==> src/rtl/tfu_pkg.sv <==
// Constants and types shared by the upper task-file register block
package tfu_pkg;

  localparam logic [3:0] OFS_CYL_HIGH = 4'h5;
  localparam logic [3:0] OFS_DRIVE_HEAD = 4'h6;
  localparam logic [3:0] OFS_STATUS = 4'h7;
  localparam logic [3:0] OFS_ALT_STATUS = 4'hE;
  localparam logic [3:0] OFS_DEV_CTRL = 4'hE;
  localparam logic [3:0] OFS_DRIVE_ADDR = 4'hF;

  localparam int DEVCTL_SOFT_RESET_POS = 2;
  localparam int DEVCTL_INT_DISABLE_POS = 1;

  localparam logic [7:0] CYL_HIGH_RST = 8'h00;
  localparam logic [7:0] DRIVE_HEAD_RST = 8'hA0;
  localparam logic [7:0] STATUS_RST = 8'h00;
  localparam logic [7:0] READ_DATA_RST = 8'h00;

  typedef struct packed {
    logic compatOne7;
    logic blockAddressingSelect;
    logic compatOne5;
    logic cardSelect;
    logic [3:0] head;
  } tfu_drive_head_t;

  typedef struct packed {
    logic busy;
    logic ready;
    logic writeFaultFlag;
    logic seekCompleteFlag;
    logic dataRequestFlag;
    logic correctedErrorFlag;
    logic indexFlag;
    logic error;
  } tfu_status_t;

  typedef struct packed {
    logic unknown7;
    logic writeActiveN;
    logic [3:0] invertedHead;
    logic drive1SelectedN;
    logic drive0SelectedN;
  } tfu_drive_addr_t;

  typedef struct packed {
    logic csN;
    logic rdN;
    logic wrN;
    logic [3:0] addr;
    logic [7:0] data;
  } tfu_host_pins_t;

  localparam logic [14:0] HOST_PINS_RST = 15'h7_000;

endpackage

==> src/rtl/tfu_pin_sync.sv <==
// Three-stage pin synchroniser with agreement qualifier
`timescale 1ns/1ps
`default_nettype none
module tfu_pin_sync #(
  parameter int WIDTH = 1,
  parameter logic [WIDTH-1:0] RESET_VAL = '0
) (
  input wire logic core_clk,
  input wire logic arst_n,
  input wire logic [WIDTH-1:0] pinIn,
  output logic [WIDTH-1:0] stable
);
  logic [WIDTH-1:0] stage1_ff;
  logic [WIDTH-1:0] stage2_ff;
  logic [WIDTH-1:0] stage3_ff;
  logic [WIDTH-1:0] stable_ff;
  logic [WIDTH-1:0] nxt_stable;

  // A bit moves only once stages two and three agree
  always_comb begin
    for (int i = 0; i < WIDTH; i++) begin
      nxt_stable[i] = (stage2_ff[i] == stage3_ff[i]) ? stage3_ff[i] : stable_ff[i];
    end
  end

  always_ff @(posedge core_clk or negedge arst_n) begin
    if (!arst_n) begin
      stage1_ff <= RESET_VAL;
      stage2_ff <= RESET_VAL;
      stage3_ff <= RESET_VAL;
      stable_ff <= RESET_VAL;
    end else begin
      stage1_ff <= pinIn;
      stage2_ff <= stage1_ff;
      stage3_ff <= stage2_ff;
      stable_ff <= nxt_stable;
    end
  end

  assign stable = stable_ff;
endmodule // tfu_pin_sync
`default_nettype wire

==> src/rtl/tfu_int_ctrl.sv <==
// Interrupt pending flag and enable gating
`timescale 1ns/1ps
`default_nettype none
module tfu_int_ctrl (
  input wire logic core_clk,
  input wire logic arst_n,
  input wire logic irqEvent,
  input wire logic statusReadDone,
  input wire logic softReset,
  input wire logic interruptDisableN,
  output logic intReq,
  output logic pending
);
  logic pending_ff;
  logic intReq_ff;
  logic nxt_pending;
  logic nxt_intReq;

  always_comb begin
    nxt_pending = pending_ff;
    if (statusReadDone || softReset) begin
      nxt_pending = 1'b0;
    end
    // A new event in the clearing cycle is kept
    if (irqEvent) begin
      nxt_pending = 1'b1;
    end
    nxt_intReq = nxt_pending & ~interruptDisableN;
  end

  always_ff @(posedge core_clk or negedge arst_n) begin
    if (!arst_n) begin
      pending_ff <= 1'b0;
      intReq_ff <= 1'b0;
    end else begin
      pending_ff <= nxt_pending;
      intReq_ff <= nxt_intReq;
    end
  end

  assign intReq = intReq_ff;
  assign pending = pending_ff;
endmodule // tfu_int_ctrl
`default_nettype wire

==> src/rtl/tfu_task_file_upper.sv <==
// Upper task-file registers: cylinder high, drive/head, status, control, drive address
`timescale 1ns/1ps
`default_nettype none
module tfu_task_file_upper
  import tfu_pkg::*;
#(
  parameter bit SUPPORT_CARD1 = 1'b1
) (
  input wire logic core_clk,
  input wire logic arst_n,
  input wire logic hostCs_n,
  input wire logic hostRd_n,
  input wire logic hostWr_n,
  input wire logic [3:0] hostAddr,
  input wire logic [7:0] hostDataIn,
  output logic [7:0] hostDataOut,
  output logic hostDataOe_n,
  input wire logic [7:0] sectorNumber,
  input wire logic [7:0] cylinderLow,
  input wire logic coreBusy,
  input wire logic coreReady,
  input wire logic coreWriteFault,
  input wire logic coreSeekDone,
  input wire logic coreDataReq,
  input wire logic coreCorrected,
  input wire logic coreError,
  input wire logic coreWriteActive,
  input wire logic coreIrqEvent,
  input wire logic coreDmaWant,
  input wire logic cardBusMode,
  input wire logic copyFieldCard,
  input wire logic ideCardNumber,
  input wire logic errAddrLoad,
  input wire logic [27:0] errAddress,
  output logic [27:0] blockAddress,
  output logic blockAddrMode,
  output logic [3:0] headNumber,
  output logic [7:0] cylinderHigh,
  output logic cardSelected,
  output logic softReset,
  output logic intReq,
  output logic configIntEnable,
  output logic dmaReq
);

  function automatic logic isMapped(input logic [3:0] addr);
    isMapped = (addr == OFS_CYL_HIGH) || (addr == OFS_DRIVE_HEAD) || (addr == OFS_STATUS) ||
               (addr == OFS_ALT_STATUS) || (addr == OFS_DRIVE_ADDR);
  endfunction

  // An access counts once, on the edge where its strobe is seen to end
  function automatic logic endsAt(input logic done, input logic [3:0] at, input logic [3:0] addr);
    endsAt = done && (at == addr);
  endfunction

  // Selected bits read low only for a card that is addressed and ready
  function automatic logic driveSelN(input logic sel, input logic card, input logic ready);
    driveSelN = ~(sel & card & ready);
  endfunction

  // Host pins
  tfu_host_pins_t pinsRaw;
  tfu_host_pins_t pins;
  logic [14:0] pinsStable;

  assign pinsRaw = '{
    csN: hostCs_n,
    rdN: hostRd_n,
    wrN: hostWr_n,
    addr: hostAddr,
    data: hostDataIn
  };

  // Every access pays about four cycles here; the host has no wait signal to hold it off
  tfu_pin_sync #(
    .WIDTH(15),
    .RESET_VAL(HOST_PINS_RST)
  ) tfu_pin_sync_inst (
    .core_clk(core_clk),
    .arst_n(arst_n),
    .pinIn(pinsRaw),
    .stable(pinsStable)
  );

  assign pins = pinsStable;

  logic rdActive;
  logic wrActive;
  assign rdActive = ~pins.csN & ~pins.rdN;
  assign wrActive = ~pins.csN & ~pins.wrN;

  // Register state
  logic [7:0] cylHigh_ff;
  tfu_drive_head_t driveHead_ff;
  logic softResetBit_ff;
  logic interruptDisableN_ff;
  logic rdPrev_ff;
  logic wrPrev_ff;
  logic [3:0] rdAddr_ff;
  logic [3:0] wrAddr_ff;
  logic [7:0] wrData_ff;

  logic [7:0] nxt_cylHigh;
  tfu_drive_head_t nxt_driveHead;
  logic nxt_softResetBit;
  logic nxt_interruptDisableN;
  logic [3:0] nxt_rdAddr;
  logic [3:0] nxt_wrAddr;
  logic [7:0] nxt_wrData;
  logic writeDone;
  logic statusReadDone;
  // Strobe history for end-of-access detection
  logic nxt_rdPrev;
  logic nxt_wrPrev;

  always_comb begin
    nxt_cylHigh = cylHigh_ff;
    nxt_driveHead = driveHead_ff;
    nxt_softResetBit = softResetBit_ff;
    nxt_interruptDisableN = interruptDisableN_ff;
    nxt_rdAddr = rdActive ? pins.addr : rdAddr_ff;
    nxt_wrAddr = wrActive ? pins.addr : wrAddr_ff;
    nxt_wrData = wrActive ? pins.data : wrData_ff;
    // Reset level matches the idle strobe, so no false end follows reset
    nxt_rdPrev = rdActive;
    nxt_wrPrev = wrActive;
    // A write takes effect when the strobe goes away, with the last data seen
    writeDone = wrPrev_ff & ~wrActive;
    statusReadDone = endsAt(rdPrev_ff & ~rdActive, rdAddr_ff, OFS_STATUS);
    // Failing sector address left for the host; busy keeps the host out here
    if (errAddrLoad) begin
      nxt_cylHigh = errAddress[23:16];
      nxt_driveHead.head = errAddress[27:24];
    end else if (writeDone && !coreBusy) begin
      if (wrAddr_ff == OFS_CYL_HIGH) begin
        nxt_cylHigh = wrData_ff;
      end
      if (wrAddr_ff == OFS_DRIVE_HEAD) begin
        // Bits 7 and 5 kept as written; nothing here depends on them
        nxt_driveHead = wrData_ff;
      end
    end
    // Control register stays writable even while busy
    if (endsAt(writeDone, wrAddr_ff, OFS_DEV_CTRL)) begin
      // Only the two live bits are kept
      nxt_softResetBit = wrData_ff[DEVCTL_SOFT_RESET_POS];
      nxt_interruptDisableN = wrData_ff[DEVCTL_INT_DISABLE_POS];
    end
  end

  always_ff @(posedge core_clk or negedge arst_n) begin
    if (!arst_n) begin
      cylHigh_ff <= CYL_HIGH_RST;
      driveHead_ff <= DRIVE_HEAD_RST;
      softResetBit_ff <= 1'b0;
      interruptDisableN_ff <= 1'b0;
      rdPrev_ff <= 1'b0;
      wrPrev_ff <= 1'b0;
      rdAddr_ff <= 4'h0;
      wrAddr_ff <= 4'h0;
      wrData_ff <= 8'h00;
    end else begin
      cylHigh_ff <= nxt_cylHigh;
      driveHead_ff <= nxt_driveHead;
      softResetBit_ff <= nxt_softResetBit;
      interruptDisableN_ff <= nxt_interruptDisableN;
      rdPrev_ff <= nxt_rdPrev;
      wrPrev_ff <= nxt_wrPrev;
      rdAddr_ff <= nxt_rdAddr;
      wrAddr_ff <= nxt_wrAddr;
      wrData_ff <= nxt_wrData;
    end
  end

  // Card number and selection
  logic ownCard;
  logic thisSelected;
  always_comb begin
    // Card-bus modes take the number from the copy field, if card 1 is supported
    if (cardBusMode) begin
      ownCard = SUPPORT_CARD1 ? copyFieldCard : 1'b0;
    end else begin
      ownCard = ideCardNumber;
    end
    thisSelected = (driveHead_ff.cardSelect == ownCard);
  end

  // Status and derived outputs
  tfu_status_t nxt_status;
  tfu_status_t status_ff;
  tfu_drive_addr_t driveAddr;
  logic [27:0] nxt_blockAddress;
  logic nxt_dmaReq;
  logic [7:0] nxt_readData;
  logic nxt_dataOe_n;
  logic [7:0] readData_ff;
  logic dataOe_n_ff;
  logic [27:0] blockAddress_ff;
  logic [3:0] headNumber_ff;
  logic blockAddrMode_ff;
  logic cardSelected_ff;
  logic dmaReq_ff;
  logic configIntEnable_ff;
  // Output mirrors
  logic [3:0] nxt_headNumber;
  logic nxt_blockAddrMode;
  logic nxt_cardSelected;
  logic nxt_configIntEnable;

  always_comb begin
    nxt_status.busy = coreBusy;
    // Ready follows the core from power-up and stays low through soft reset
    nxt_status.ready = coreReady & ~softResetBit_ff;
    nxt_status.writeFaultFlag = coreWriteFault;
    nxt_status.seekCompleteFlag = coreSeekDone;
    nxt_status.dataRequestFlag = coreDataReq;
    // Sticks with the status only; never stops a running read
    nxt_status.correctedErrorFlag = coreCorrected;
    nxt_status.indexFlag = 1'b0;
    nxt_status.error = coreError;

    driveAddr.unknown7 = 1'b0;
    driveAddr.writeActiveN = ~coreWriteActive;
    driveAddr.invertedHead = ~driveHead_ff.head;
    driveAddr.drive1SelectedN = driveSelN(thisSelected, ownCard, coreReady);
    driveAddr.drive0SelectedN = driveSelN(thisSelected, ~ownCard, coreReady);

    nxt_blockAddress = {driveHead_ff.head, cylHigh_ff, cylinderLow, sectorNumber};

    // Gated by the status being loaded, so the request never outlives the bits that allow it
    nxt_dmaReq = coreDmaWant & (nxt_status.busy | nxt_status.dataRequestFlag);

    // Mirrors for the core side, registered so every output leaves a flop
    nxt_headNumber = driveHead_ff.head;
    nxt_blockAddrMode = driveHead_ff.blockAddressingSelect;
    nxt_cardSelected = thisSelected;
    nxt_configIntEnable = ~interruptDisableN_ff;

    case (pins.addr)
      OFS_CYL_HIGH: nxt_readData = cylHigh_ff;
      OFS_DRIVE_HEAD: nxt_readData = driveHead_ff;
      OFS_STATUS: nxt_readData = status_ff;
      OFS_ALT_STATUS: nxt_readData = status_ff;
      OFS_DRIVE_ADDR: nxt_readData = driveAddr;
      default: nxt_readData = READ_DATA_RST;
    endcase
    if (!rdActive) begin
      nxt_readData = readData_ff;
    end
    // Offsets held by other blocks are left undriven
    nxt_dataOe_n = ~(rdActive & isMapped(pins.addr));
  end

  always_ff @(posedge core_clk or negedge arst_n) begin
    if (!arst_n) begin
      status_ff <= STATUS_RST;
      readData_ff <= READ_DATA_RST;
      dataOe_n_ff <= 1'b1;
      blockAddress_ff <= 28'h000_0000;
      headNumber_ff <= 4'h0;
      blockAddrMode_ff <= 1'b0;
      cardSelected_ff <= 1'b0;
      dmaReq_ff <= 1'b0;
      configIntEnable_ff <= 1'b1;
    end else begin
      status_ff <= nxt_status;
      readData_ff <= nxt_readData;
      dataOe_n_ff <= nxt_dataOe_n;
      blockAddress_ff <= nxt_blockAddress;
      headNumber_ff <= nxt_headNumber;
      blockAddrMode_ff <= nxt_blockAddrMode;
      cardSelected_ff <= nxt_cardSelected;
      dmaReq_ff <= nxt_dmaReq;
      configIntEnable_ff <= nxt_configIntEnable;
    end
  end

  // Pending flag lives on its own so set-over-clear priority sits in one place
  tfu_int_ctrl tfu_int_ctrl_inst (
    .core_clk(core_clk),
    .arst_n(arst_n),
    .irqEvent(coreIrqEvent),
    .statusReadDone(statusReadDone),
    .softReset(softResetBit_ff),
    .interruptDisableN(interruptDisableN_ff),
    .intReq(intReq),
    .pending()
  );

  assign hostDataOut = readData_ff;
  assign hostDataOe_n = dataOe_n_ff;
  assign blockAddress = blockAddress_ff;
  assign blockAddrMode = blockAddrMode_ff;
  assign headNumber = headNumber_ff;
  assign cylinderHigh = cylHigh_ff;
  assign cardSelected = cardSelected_ff;
  assign softReset = softResetBit_ff;
  assign configIntEnable = configIntEnable_ff;
  assign dmaReq = dmaReq_ff;

endmodule // tfu_task_file_upper
`default_nettype wire

==> config.mk <==
export PLATFORM = sky130hd
export DESIGN_NAME = tfu_task_file_upper
export DESIGN_NICKNAME = d
export VERILOG_FILES = /design/src/rtl/tfu_pkg.sv /design/src/rtl/tfu_pin_sync.sv /design/src/rtl/tfu_int_ctrl.sv /design/src/rtl/tfu_task_file_upper.sv
export SDC_FILE = /design/constraint.sdc
export NUM_CORES = 1
export LEC_CHECK = 0
export BUFFER_PORTS_ARGS = -buffer_cell sky130_fd_sc_hd__buf_2
export CAP_MARGIN = 20
export CELL_PAD_IN_SITES_DETAIL_PLACEMENT = 1
export CELL_PAD_IN_SITES_GLOBAL_PLACEMENT = 1
export CORE_MARGIN = 2
export CORE_UTILIZATION = 38
export CTS_CLUSTER_DIAMETER = 100
export DETAILED_ROUTE_END_ITERATION = 8
export GPL_TIMING_DRIVEN = 0
export PLACE_DENSITY_LB_ADDON = 0.2
export RECOVER_POWER = 100
export SYNTH_ARGS = -nofsm -noshare
export SYNTH_HDL_FRONTEND = slang
export SYNTH_SLANG_ARGS = --single-unit
==> constraint.sdc <==
create_clock -name core_clk -period 1.72 [get_ports core_clk]
set_input_delay 0.086 -clock core_clk [delete_from_list [all_inputs] [get_ports core_clk]]
set_output_delay 0.086 -clock core_clk [all_outputs]
set_load 0.02 [all_outputs]
### Yosys cells after proc, flatten, opt, wreduce, memory -nomap -nowiden

Cells that the tools add are included.

* bits in latches: 0
* output and inout port bits: 55
* logic and storage cells: 126
* bits in writable memories: 0
* ROM bits: 0
* memories: 0
* flip-flop bits (word level): 150
* input bits: 75

* $add $sub $neg: 0
* $mul: 0
* reduce and logical (&&, ||, !) cells: 16
* bitwise operators: 27
* divide/modulo/power cells: 0
* shift operators: 0
* magnitude comparators: 0
* mux-type cells: 10
* equality and inequality tests: 25

Operator list (count)
* $pmux W8 S4: 1
* $eq A4 B3 Y1 const B: 6
* $mux W8: 3
* $eq A1 B1 Y1: 16
* $not A1 Y1: 13
* $and A1 B1 Y1: 12
* $eq A4 B4 Y1 const B: 3
* $mux W4: 3
* $reduce_bool A2 Y1: 3
* $logic_or A1 B1 Y1: 5
* $not A4 Y4: 1
* $reduce_and A2 Y1: 2
* $logic_and A1 B1 Y1: 3
* $mux W1: 3
* $reduce_and A3 Y1: 1
* $reduce_or A2 Y1: 1
* $logic_not A1 Y1: 1
* $or A1 B1 Y1: 1

### Logic depth before layout (Yosys ltp)

Gate-level depths: netlist of the first run.

* depth in word-level cells: 9
* mapped depth: 6
* gate-level depth less buffers: 6

### By module

A second synthesis of the first run with hierarchy kept.

* cells, all modules: 373
* area total of the unflattened synthesis: 5083.6 um2

By module, submodules not included
* tfu_task_file_upper: cells each 292, seq. area each 2107.0 um2, instances 1, area an instance 3323.2 um2
* tfu_pin_sync: cells each 75, seq. area each 1516.5 um2, instances 1, area an instance 1685.4 um2
* tfu_int_ctrl: cells each 6, seq. area each 50.0 um2, instances 1, area an instance 75.1 um2

### Worst setup path after synthesis of the first run

Ideal clock, no wire load.

* path type: register to register
* from: reg tfu_pin_sync_inst.stable_ff[14] (netlist: tfu_pin_sync_inst.stable[14])
* to: reg driveHead_ff[4] (netlist bit)
* setup time: 0.127 ns
* period minus slack after synthesis: 1.780 ns
* stages on the path, launching flop included: 6
* arrival time: 1.652 ns
* required time: 1.593 ns
* path buffers: 1
* setup slack: -0.060 ns
* path through: dfstp_2 -> nor2_1 -> or4_1 -> buf_4 -> nor2_8 -> mux2_1

* cells in the longest elaborated chain, start to end: 6

RTL lines
* from (decl): RTL line tfu_pin_sync.sv:16 `logic [WIDTH-1:0] stable_ff;`
* from (signal assigned): RTL line tfu_pin_sync.sv:36 `stable_ff <= nxt_stable;`
* $not A1 Y1: RTL line tfu_task_file_upper.sv:90 `assign wrActive = ~pins.csN & ~pins.wrN;`
* $and A1 B1 Y1: RTL line tfu_task_file_upper.sv:90
* $not A1 Y1: RTL line tfu_task_file_upper.sv:128 `writeDone = wrPrev_ff & ~wrActive;`
* $and A1 B1 Y1: RTL line tfu_task_file_upper.sv:128
* $logic_and A1 B1 Y1: RTL line tfu_task_file_upper.sv:134 `end else if (writeDone && !coreBusy) begin`
* $reduce_and A3 Y1 (no source line)
* to (signal assigned): RTL line tfu_task_file_upper.sv:164 `driveHead_ff <= nxt_driveHead;`
* to (decl): RTL line tfu_task_file_upper.sv:94 `tfu_drive_head_t driveHead_ff;`

No other way between the ends.
A chain may end at the register's enable or synchronous reset.

### Final worst setup path of the first run

* from: reg wrAddr_ff[0]
* to: reg driveHead_ff (netlist bit nxt_blockAddrMode)

* cells in the longest elaborated chain, start to end: 2

RTL lines
* from (decl): RTL line tfu_task_file_upper.sv:100 `logic [3:0] wrAddr_ff;`
* from (signal assigned): RTL line tfu_task_file_upper.sv:170 `wrAddr_ff <= nxt_wrAddr;`
* $eq A4 B3 Y1: RTL line tfu_task_file_upper.sv:138 `if (wrAddr_ff == OFS_DRIVE_HEAD) begin`
* $reduce_and A3 Y1 (no source line)

No other way between the ends.

==> metrics.md, run 1 <==
| Metric | Value |
|---|---|
| Clock-pin transition on the worst setup and hold timing paths | `roughly 0.06 ns` |
| Run status | `finished, violations left` |
| Placed Cells incl. Taps | `a little over 600` |
| Count of endpoints failing setup in the final report | `4` |
| CTS tree | `done` |
| Fraction of the core area covered by cells at the end of the flow | `54.5%` |
| Hold path depth | `2` |
| Fraction of final layout cells with drive strength greater than 1 | `roughly 36%` |
| Number of port buffers | `113` |
| DRT Wirelength | `between 10 and 15 mm` |
| Syn-to-layout area delta | `39.9%` |
| Count of flip-flops with a built-in enable after synthesis | `0` |
| Routed vias | `between 3,000 and 4,000` |
| Buffers from clock root to sink, at most | `2` |
| Final global-route overflow total | `0` |
| Share of the clock period used by the worst path | `102%` |
| PD cells | `about 1300 mW/mm^2` |
| Row count | `a little over 40` |
| Achievable Freq | `571 MHz` |
| Biggest area contributors in the synthesized netlist | `dfrtp_1 66%, dfstp_2 8.6%, maj3_1 3.1%, mux2i_1 3.1%, mux2_2 3.0%` |
| Initial antenna violation count | `0` |
| Total of max-cap violations | `0` |
| Critical Path Start Type | `flip-flop` |
| Worst-skew pair later-pin latency | `0.42 ns` |
| Post-Layout Cell Count | `699` |
| Final HPWL DP | `roughly 7.3 mm` |
| Violated checks | `negative setup slack` |
| Sequential area share after synthesis | `74.8%` |
| Number of clock buffers inserted by TritonCTS | `17` |
| Ys Warns | `0` |
| Average cell area after synthesis | `about 15 um^2` |
| Clock root buffer | `clkbuf_16` |
| Via-per-instance ratio | `approximately 4.7` |
| 1st-pass router iterations | `4` |
| Share of synthesized flip-flops with an asynchronous set or reset | `100%` |
| Initial core utilization | `between 30 and 40%` |
| Maximum number of pins on one net before global-route repair | `a little under 100` |
| Synth cell count leaders | `130 x dfrtp_1, 32 x nand2_1, 21 x o21ai_0, 16 x dfstp_2` |
| Setup ws final | `-0.0309 ns` |
| Overall power of the completed layout | `between 0.008 and 0.009 W` |
| Endpoint kind of the worst setup timing path | `flip-flop` |
| Number of endpoints with negative hold slack in the final report | `0` |
| Placer's final routability congestion estimate | `0.807` |
| Peak supply drop | `0.686 mV` |
| Remaining antenna violation count after routing | `0` |
| Number of nets in the final layout | `roughly 590` |
| Die width | `118 um` |
| Tot GR Track Use | `between 10% and 20%` |
| Dominant register cell in the synthesized netlist | `dfrtp_1` |
| Static leakage | `between 3 and 4 nW` |
| H-tree levels | `4` |
| Number of global-route vias before repair | `3,796` |
| Post-synthesis net count | `about 400` |
| Logic depth of the worst register-to-register path | `4` |
| Cell taking the most area after synthesis | `dfrtp_1` |
| Slew margin rel. | `between 10% and 20%` |
| Number of library cell types mapped by synthesis | `40` |
| Core area | `between 0.01 and 0.015 mm^2` |
| Maximum fanout encountered on the critical timing path | `4` |
| Post-Syn Instances | `approximately 320` |
| Portion of synthesized cell area occupied by the leading cell type | `66.2%` |
| I/O pins | `130` |
| Worst EP required | `between 2 and 2.5 ns` |
| Worst Setup Path Type | `reg2reg` |
| TritonCTS Sinks | `146` |
| Remaining design rule violation count | `0` |
| Flops & latches, synth | `about 150` |
| HP Class | `in2reg` |
| CP arrival | `around 2.1 ns` |
| Die height | `118 um` |
| Inserted Diodes | `0` |
| Post-detailed-route wirelength per cell | `16.9 um` |
| Placed Area | `between 0.005 and 0.006 mm^2` |
| Clock period minus final worst setup slack | `between 1.5 and 2 ns` |
| First-pass GRT wire length | `19.6 mm` |
| Worst slack on hold paths | `0.0394 ns` |
| DRC violation total after the first TritonRoute iteration | `~220` |
| Area of all placed cells without fillers | `0.00687 mm^2` |
| Number of slew-limit violations in the final report | `0` |
| Max Clock Skew | `between 0.006 and 0.007 ns` |
| Post-synth design cell area | `a little under 0.005 mm^2` |
| Unrepaired setup endpoints after global routing | `yes` |
| Floorplan die area | `around 0.014 mm^2` |
| Worst Tran Pin Value | `1.26 ns` |
| Most frequent cell after synthesis | `dfrtp_1` |
through the flow:
stage | setup slack [ns] | TNS (ns)
3_3_place_gp | -1.46 | -199.83
2_1_floorplan | -0.0362 | -0.0724
5_1_grt | -0.0842 | -4.16
6_report | -0.0309 | -0.0645
4_1_cts | -0.0274 | -0.0594
3_5_place_dp | -0.179 | -1.14
final timing paths:
| path | from | endpoint | slack (ns) |
|---|---|---|---|
| max | wrAddr_ff[0] | nxt_blockAddrMode | -0.03 |
| min | errAddrLoad | cylinderHigh[1] | 0.04 |
| max reg2reg | wrAddr_ff[0] | nxt_blockAddrMode | -0.03 |
| min reg2reg | tfu_pin_sync_inst.stage1_ff[7] | tfu_pin_sync_inst.stage2_ff[7] | 0.35 |
| max in group asynchronous | arst_n | tfu_pin_sync_inst.stage1_ff[13] | 0.16 |
| min in group asynchronous | arst_n | tfu_pin_sync_inst.stage2_ff[6] | 0.48 |
state kept, by name (all words and copies together) (netlist names), 3 cells and up:
register                     cells
tfu_pin_sync_inst.stable        15
status_ff                        7
cylinderHigh                     8
wrData_ff                        8
blockAddress                    25
rdAddr_ff                        4
headNumber                       3
tfu_pin_sync_inst.stage1_ff     15
tfu_pin_sync_inst.stage2_ff     15
nxt_headNumber                   4
hostDataOut                      8
wrAddr_ff                        4
tfu_pin_sync_inst.stage3_ff     15
driveHead_ff                     3
cell families after synthesis:
family	count (synthesis)	share of synthesized area (%)
buf+inv	23	2.24
compound gates	44	6.04
flops	146	74.8
mux	32	6.96
simple gates	62	6.40
fa+ha+maj	17	3.57
report_power, final:
part	switching (W)	internal (W)
clock network	0.00136	0.00200
registers	0.000274	0.00387
logic	0.000621	0.000527
critical path, stage by stage, from the launching register on:
cell and delay, ns:
dfrtp_1 0.38, nand4b_1 0.20, or4_4 0.56, nor2_8 0.18, mux2_4 0.31
cell type report:
class | instances | area (um^2)
buffer | 12 | 65.1
clock buffer | 25 | 495
clock inverter | 7 | 52.6
fill | 1289 | 5750
inverter | 7 | 26.3
multi-input combinational | 155 | 1160
sequential | 146 | 3670
tap | 172 | 215
timing repair buffer | 175 | 1180
placed cells by master, fill, tap and decap left out, types with 4 or more instances in the layout:
master,netlist,routed
mux2_2,13,13
dfstp_2,16,13
o21ai_1,0,4
clkbuf_16,0,17
dfrtp_1,130,130
clkbuf_1,7,11
a221o_1,5,5
clkbuf_8,0,4
maj3_1,15,15
dlygate4sd3_1,0,53
nand3_1,4,4
o21ai_0,21,17
inv_1,6,6
nand2_1,32,32
nor2b_1,4,4
mux2i_1,15,15
clkinvlp_4,0,4
nor2_1,8,6
buf_4,5,11
buf_2,3,111
what timing repair did:
| action | 4_1_cts | 5_1_grt |
|---|---|---|
| buffers inserted | 8 | 1 |
| resized for setup | 9 | 10 |
| hold buffers | 53 | 0 |
| setup endpoints to repair | 17 | 21 |
| pin swaps | 4 | 1 |
| hold endpoints to repair | 103 | 0 |
| cloned | 0 | 0 |
per-layer routing:
metal  global-route usage [%]  up-vias  wire [um]
li1                         -     1505          -
met1                     22.5     1677       5050
met2                     31.3       98       5960
met3                     6.49       11        705
met4                     5.65        0        102
met5                        0        -          0
(Power assumes the default switching activity.)
==> inputs of run 2 (changes only) <==
Settings changed: SYNTH_HIERARCHICAL set to 1.
==> run 2 against run 1 <==
Against the previous run: the flow now finishes without violations; wire length increased by 6.2%; non-clock buffer count increased by 4; first-iteration DRC count decreased by 26%; area after synthesis increased by 3.5%; worst setup slack improved by 0.067 ns; global-route usage increased by 0.16 points; count of clock-buffer cells in the layout decreased by 2; utilization decreased by 0.38 points; worst hold slack improved by 0.078 ns; largest power group unchanged.
==> metrics.md, run 2 <==
| Metric | Value |
|---|---|
| Run status | `finished, final reports clean (was finished, violations left)` |
| Final global-route overflow total | `0 (unchanged)` |
| TritonCTS Sinks | `146 (unchanged)` |
| Reg power frac | `45.5% (was 47.9%)` |
| Overall power of the completed layout | `0.00895 W (was 0.00865 W)` |
| Count of endpoints failing setup in the final report | `0 (was 4)` |
| I/O pins | `130 (unchanged)` |
| Critical Path Start Type | `flip-flop (unchanged)` |
| Relative contribution of combinational cells to total power | `13.0% (was 13.3%)` |
| Buffers from clock root to sink, at most | `2 (unchanged)` |
| Core area | `0.0131 mm^2 (was 0.0126 mm^2)` |
| Fraction of final layout cells with drive strength greater than 1 | `33.0% (was 36.4%)` |
| Achievable Freq | `594 MHz (was 571 MHz)` |
| Standard cell with the maximum stage delay on the critical path | `dfstp_2 (was or4_4)` |
| Highest-count cells in the layout ignoring fill and taps | `130 x dfrtp_1, 113 x buf_2, 64 x nand2_1 (was 130 x dfrtp_1, 111 x buf_2, 53 x dlygate4sd3_1)` |
| Fill cell instance count of the final layout | `1,378 (was 1,289)` |
| Setup Slack @ Placement | `-0.169 ns (was -0.179 ns)` |
| Number of library cell types mapped by synthesis | `43 (was 40)` |
| Final HPWL DP | `8.06 mm (was 7.26 mm)` |
| Fraction of power spent switching nets | `25.5% (was 26.1%)` |
| Share of synthesized flip-flops with an asynchronous set or reset | `100% (unchanged)` |
| Flops & latches, synth | `146 (unchanged)` |
| PD cells | `1260 mW/mm^2 (about the same)` |
| Max Clock Skew | `0.00776 ns (was 0.00688 ns)` |
| Routed vias | `3,627 (was 3,291)` |
| Worst slack on hold paths | `0.117 ns (was 0.0394 ns)` |
| Sequential Area | `0.00367 mm^2 (unchanged)` |
| Worst EP required | `2.07 ns (was 2.02 ns)` |
| Tot GR Track Use | `18.7% (was 18.5%)` |
| Post-synth design cell area | `0.00508 mm^2 (was 0.00491 mm^2)` |
| DRC violation total after the first TritonRoute iteration | `163 (was 221)` |
| Share of the clock period used by the worst path | `97.9% (was 102%)` |
| Static leakage | `3.31 nW (was 3.25 nW)` |
| Clock-pin transition on the worst setup and hold timing paths | `0.06 ns (about the same)` |
| Net load switching power | `0.00228 W (was 0.00226 W)` |
| Internal power of the cells | `0.00667 W (was 0.00639 W)` |
| Floorplan die area | `0.0143 mm^2 (was 0.0138 mm^2)` |
| 1st-pass router iterations | `4 (unchanged)` |
| Number of slew-limit violations in the final report | `0 (unchanged)` |
| Row count | `42 (was 41)` |
| CP arrival | `2.03 ns (was 2.05 ns)` |
| Post-synthesis net count | `450 (was 401)` |
| Cells along the critical path | `or2_2, clkbuf_8, nand2_1, nor2_1, or3b_4, a21oi_2 (was nand4b_1, or4_4, nor2_8, mux2_4)` |
| Number of clock buffers inserted by TritonCTS | `17 (unchanged)` |
| CTS tree | `done (unchanged)` |
| Most common cell after layout, fill and taps aside | `dfrtp_1 (unchanged)` |
| Clock root buffer | `clkbuf_16 (unchanged)` |
| Peak supply drop | `0.736 mV (was 0.686 mV)` |
| Portion of synthesized cell area occupied by the leading cell type | `64.0% (was 66.2%)` |
| Remaining antenna violation count after routing | `0 (unchanged)` |
| Dominant register cell in the synthesized netlist | `dfrtp_1 (unchanged)` |
| Die width | `120 um (was 118 um)` |
| Clock period minus final worst setup slack | `1.68 ns (was 1.75 ns)` |
| Cell taking the most area after synthesis | `dfrtp_1 (unchanged)` |
| Clock network fraction of design power | `41.5% (was 38.8%)` |
| Sequential area share after synthesis | `72.3% (was 74.8%)` |
| DRT Wirelength | `12.5 mm (was 11.8 mm)` |
| Biggest area contributors in the synthesized netlist | `dfrtp_1 64%, dfstp_2 8.3%, nand2_1 4.7%, maj3_2 3.3%, nand4_1 2.2% (was dfrtp_1 66%, dfstp_2 8.6%, maj3_1 3.1%, mux2i_1 3.1%, mux2_2 3.0%)` |
| HP Class | `in2reg (unchanged)` |
| Total of max-cap violations | `0 (unchanged)` |
| Number of nets in the final layout | `640 (was 591)` |
| Post-Syn Instances | `373 (was 324)` |
| Syn-to-layout area delta | `39.7% (was 39.9%)` |
| Worst Tran Pin Value | `0.499 ns (was 1.26 ns)` |
| Maximum fanout encountered on the critical timing path | `10 (was 4)` |
| Average cell area after synthesis | `13.6 um^2 (was 15.2 um^2)` |
| Fraction of the core area covered by cells at the end of the flow | `54.1% (was 54.5%)` |
| Ys Warns | `6 (was 0)` |
| Number of port buffers | `113 (unchanged)` |
| Slew margin rel. | `66.6% (was 15.8%)` |
| Slowest cell delay on critical path | `0.40 ns (was 0.56 ns)` |
| H-tree levels | `4 (unchanged)` |
| Placer's final routability congestion estimate | `0.844 (was 0.807)` |
| Maximum number of pins on one net before global-route repair | `102 (was 97)` |
| Unrepaired setup endpoints after global routing | `yes (unchanged)` |
| Number of endpoints with negative hold slack in the final report | `0 (unchanged)` |
| Via-per-instance ratio | `4.82 (was 4.71)` |
| Remaining design rule violation count | `0 (unchanged)` |
| Post-detailed-route wirelength per cell | `16.7 um (was 16.9 um)` |
| Worst Setup Path Type | `reg2reg (unchanged)` |
| Die height | `120 um (was 118 um)` |
| Initial core utilization | `38.7% (was 38.9%)` |
| First-pass GRT wire length | `20.2 mm (was 19.6 mm)` |
| Largest register FFs | `25 (unchanged)` |
| Worst-skew pair later-pin latency | `0.42 ns (about the same)` |
| Post-Route Setup TNS | `0 ns (was -0.0645 ns)` |
| Initial antenna violation count | `0 (unchanged)` |
| Number of global-route vias before repair | `3,942 (was 3,796)` |
| Synth cell count leaders | `130 x dfrtp_1, 64 x nand2_1, 18 x nand3_1, 18 x nand4_1, 16 x dfstp_2 (was 130 x dfrtp_1, 32 x nand2_1, 21 x o21ai_0, 16 x dfstp_2)` |
| Setup ws final | `0.0362 ns (was -0.0309 ns)` |
| Endpoint kind of the worst setup timing path | `flip-flop (unchanged)` |
| Inserted Diodes | `0 (unchanged)` |
| Area of the multi-input gates | `0.00128 mm^2 (was 0.00116 mm^2)` |
| Most frequent cell after synthesis | `dfrtp_1 (unchanged)` |
| Count of flip-flops with a built-in enable after synthesis | `0 (unchanged)` |
## run 2: final timing paths
| check | startpoint | end | slack (ns) | cells after the start |
|---|---|---|---|---|
| hold / removal | errAddrLoad | cylinderHigh[1] | 0.12 | 4 |
| min in group asynchronous | arst_n | hostDataOut[4] | 0.19 | 2 |
| setup / recovery | tfu_pin_sync_inst/stable[13] | tfu_int_ctrl_inst/intReq | 0.04 | 6 |
| setup reg to reg | tfu_pin_sync_inst/stable[13] | tfu_int_ctrl_inst/intReq | 0.04 | 6 |
| hold reg to reg | tfu_pin_sync_inst/stage1_ff[0] | tfu_pin_sync_inst/stage2_ff[0] | 0.35 | 0 |
| max in group asynchronous | arst_n | tfu_pin_sync_inst/stage1_ff[14] | 0.70 | 3 |
## run 2: cells by family (layout without fill, tap and decap cells)
kind of cell / after synthesis / count (layout) / synth area share, %
AO/OA/AOI/OAI: 33 / 33 / 4.85
XOR/XNOR: 1 / 1 / 0.172
adder cells (fa/ha/maj): 17 / 17 / 3.81
buffers and inverters: 28 / 231 / 2.54
flip-flops: 146 / 146 / 72.3
multiplexers: 8 / 8 / 1.72
AND/OR/NAND/NOR: 140 / 140 / 14.6
## run 2: through the flow
stage	std cells	cell area, um^2
after CTS	750	7070
after global placement	662	5870
final	752	7100
after global routing	752	7100
after floorplan	373	5080
after detailed placement	663	5900
## run 2: worst max-delay path: cells and delay by family (launching register included)
kind,cells,cell delay (ns)
AND/OR/NAND/NOR,4,0.88
flip-flops,1,0.40
AO/OA/AOI/OAI,1,0.15
buffers and inverters,1,0.19
## run 2: final cells by class
cell class	count	share of cell area (%)
sequential	146	51.7
multi-input combinational	199	18.1
timing repair buffer	171	16.5
clock buffer	23	6.59
tap	176	3.10
clock inverter	9	1.85
buffer	20	1.67
inverter	8	0.528
## run 2: power groups by stage
stage	combinational [W]	sequential (W)	clock (W)
after global routing	0.00127	0.00412	0.00395
after detailed placement	0.00102	0.00414	0
after floorplan	0.000448	0.00421	0
final	0.00116	0.00407	0.00372
after global placement	0.000978	0.00412	0
after CTS	0.00114	0.00408	0.00380
## run 2: routing by layer
layer  wire (um)  vias to the layer above  GRT usage (%)
li1            -                     1679              -
met1        5180                     1813           21.9
met2        6440                      111           31.8
met3         635                       24           5.61
met4         296                        0           8.38
met5           0                        -              0
## run 2: timing repair
item / in CTS / in global routing
pin swaps: 1 / 1
endpoints found under the setup margin: 12 / 16
hold endpoints to repair: 98 / 0
resized for setup: 8 / 16
buffers inserted: 2 / 2
hold buffers: 53 / 0
==> inputs of run 3 (changes only) <==
Settings changed: PLACE_DENSITY set to 0.85, PLACE_DENSITY_LB_ADDON 0.2 to not set, TNS_END_PERCENT set to 10.
==> run 3 against run 2 <==
Against the previous run: the flow now finishes with violations (negative setup slack); register-to-register slack worse by 0.05 ns; utilization shrank 0.33 points; count of clock-buffer cells in the layout unchanged; worst setup slack got worse by 0.052 ns; sequential power barely moved; critical path type unchanged; critical endpoint is now driveHead_ff[4].
==> metrics.md, run 3 (same netlist as run 2, synthesis figures left out) <==
| Metric | Value |
|---|---|
| I/O pins | `130 (unchanged)` |
| Die height | `120 um (unchanged)` |
| Count of endpoints failing setup in the final report | `2 (was 0)` |
| Initial core utilization | `38.7% (unchanged)` |
| Endpoint kind of the worst setup timing path | `flip-flop (unchanged)` |
| Row count | `42 (unchanged)` |
| Peak supply drop | `0.659 mV (was 0.736 mV)` |
| CTS tree | `done (unchanged)` |
| Number of nets in the final layout | `641 (was 640)` |
| Remaining antenna violation count after routing | `0 (unchanged)` |
| Fraction of final layout cells with drive strength greater than 1 | `35.0% (was 33.0%)` |
| Achievable Freq | `576 MHz (was 594 MHz)` |
| Maximum number of pins on one net before global-route repair | `106 (was 102)` |
| Syn-to-layout area delta | `38.9% (was 39.7%)` |
| Share of the clock period used by the worst path | `101% (was 97.9%)` |
| Max Clock Skew | `0.0110 ns (was 0.00776 ns)` |
| Floorplan die area | `0.0143 mm^2 (unchanged)` |
| Worst Setup Path Type | `reg2reg (unchanged)` |
| Worst Tran Pin Value | `1.07 ns (was 0.499 ns)` |
| Remaining design rule violation count | `0 (unchanged)` |
| TritonCTS Sinks | `146 (unchanged)` |
| Largest register FFs | `25 (unchanged)` |
| Number of slew-limit violations in the final report | `0 (unchanged)` |
| Post-detailed-route wirelength per cell | `17.2 um (was 16.7 um)` |
| Maximum fanout encountered on the critical timing path | `5 (was 10)` |
| Tot GR Track Use | `19.6% (was 18.7%)` |
| Violated checks | `negative setup slack` |
| Most common cell after layout, fill and taps aside | `dfrtp_1 (unchanged)` |
| Buffers from clock root to sink, at most | `2 (unchanged)` |
| Die width | `120 um (unchanged)` |
| Clock root buffer | `clkbuf_16 (unchanged)` |
| Run status | `finished, violations left (was finished, final reports clean)` |
| Core area | `0.0131 mm^2 (unchanged)` |
| Highest-count cells in the layout ignoring fill and taps | `130 x dfrtp_1, 112 x buf_2, 63 x nand2_1 (was 130 x dfrtp_1, 113 x buf_2, 64 x nand2_1)` |
| H-tree levels | `4 (unchanged)` |
| Fill cell instance count of the final layout | `1,353 (was 1,378)` |
| Clock period minus final worst setup slack | `1.74 ns (was 1.68 ns)` |
| Number of global-route vias before repair | `4,059 (was 3,942)` |
| Via-per-instance ratio | `4.89 (was 4.82)` |
| Placer's final routability congestion estimate | `0.882 (was 0.844)` |
| CP arrival | `2.04 ns (was 2.03 ns)` |
| Slew margin rel. | `28.7% (was 66.6%)` |
| Setup ws final | `-0.0157 ns (was 0.0362 ns)` |
| Initial antenna violation count | `0 (unchanged)` |
| Final global-route overflow total | `0 (unchanged)` |
| Clock-pin transition on the worst setup and hold timing paths | `0.06 ns (about the same)` |
| Worst-skew pair later-pin latency | `0.43 ns (was 0.42 ns)` |
| Routed vias | `3,683 (was 3,627)` |
| Number of clock buffers inserted by TritonCTS | `17 (unchanged)` |
| DRT Wirelength | `13.0 mm (was 12.5 mm)` |
| PD cells | `1220 mW/mm^2 (was 1260 mW/mm^2)` |
| Inserted Diodes | `0 (unchanged)` |
| Total of max-cap violations | `0 (unchanged)` |
| Static leakage | `3.30 nW (was 3.31 nW)` |
| First-pass GRT wire length | `20.9 mm (was 20.2 mm)` |
| Worst EP required | `2.03 ns (was 2.07 ns)` |
| 1st-pass router iterations | `4 (unchanged)` |
| Critical Path Start Type | `flip-flop (unchanged)` |
| Post-Route Setup TNS | `-0.0290 ns (was 0 ns)` |
| Number of port buffers | `113 (unchanged)` |
| Overall power of the completed layout | `0.00862 W (was 0.00895 W)` |
| HP Class | `in2reg (unchanged)` |
| Unrepaired setup endpoints after global routing | `yes (unchanged)` |
| DRC violation total after the first TritonRoute iteration | `185 (was 163)` |
| Number of endpoints with negative hold slack in the final report | `0 (unchanged)` |
| Final HPWL DP | `8.38 mm (was 8.06 mm)` |
==> run 3: cell types whose count changed in the layout (fill, tap and decap cells not counted), sizes merged <==
cell	before	now
clkinv	3	7
bufinv	3	1
clkbuf	34	36
clkinvlp	3	1
buf	127	126
==> run 3: worst paths after layout <==
path,startpoint,end,slack [ns],depth (start not counted)
setup / recovery,tfu_pin_sync_inst/stable[14],driveHead_ff[4],-0.02,6
hold / removal,errAddrLoad,nxt_headNumber[0],0.12,4
setup reg to reg,tfu_pin_sync_inst/stable[14],driveHead_ff[4],-0.02,6
hold reg to reg,tfu_pin_sync_inst/stage1_ff[1],tfu_pin_sync_inst/stage2_ff[1],0.35,0
max in group asynchronous,arst_n,tfu_pin_sync_inst/stable[13],0.28,3
min in group asynchronous,arst_n,tfu_pin_sync_inst/stage3_ff[6],0.39,2
==> run 3: worst max-delay path, stage by stage (launching register included) <==
cell and delay, ns:
dfstp_2 0.56, or2_1 0.12, buf_6 0.13, inv_8 0.04, nor4_4 0.28, buf_4 0.19
mux2_4 0.30
==> run 3: metal layers <==
metal | vias up | wire length [um] | GRT usage (%) | part of all wire [%]
li1 | 1675 | - | - | -
met1 | 1859 | 5120 | 22.1 | 39
met2 | 114 | 6850 | 33.9 | 53
met3 | 35 | 590 | 5.09 | 4.5
met4 | 0 | 410 | 11.0 | 3.2
met5 | - | 0 | 0 | 0
==> run 3: repair_timing <==
item                       4_1_cts  5_1_grt
gates resized for setup          7       20
setup buffers                    0        5
hold endpoints to repair        94        0
pin swaps                        1        2
setup endpoints to repair       13       28
hold buffers                    53        0
gates cloned                     0        0
==> run 3: area by class of cell <==
class	count	area, um^2	area share (%)
well taps	176	220	3.12
inverters	8	37.5	0.532
clock inverters	9	83.8	1.19
flip-flops and latches	146	3670	52.0
clock buffers	23	458	6.49
repair buffers	172	1160	16.4
multi-input cells	199	1310	18.6
plain buffers	20	116	1.65
==> run 3: where the power goes <==
part	internal [W]	leakage, nW	switching (W)
registers	0.00382	1.72	0.000264
logic	0.000500	1.31	0.000669
clock network	0.00202	0.265	0.00135
total	0.00634	3.30	0.00228
==> run 3: through the flow <==
step                setup slack, ns  instances  hold slack (ns)  instance area (um^2)  util, %
CTS                          -0.135        748           0.0905                  7000     53.3
global placement              -1.41        662            0.194                  5870     44.7
global route                -0.0857        753            0.127                  7060     53.7
floorplan                    0.0566        373           -0.210                  5080        -
detailed placement           -0.167        663           0.0279                  5900     44.9
finish                      -0.0157        753            0.116                  7060     53.7
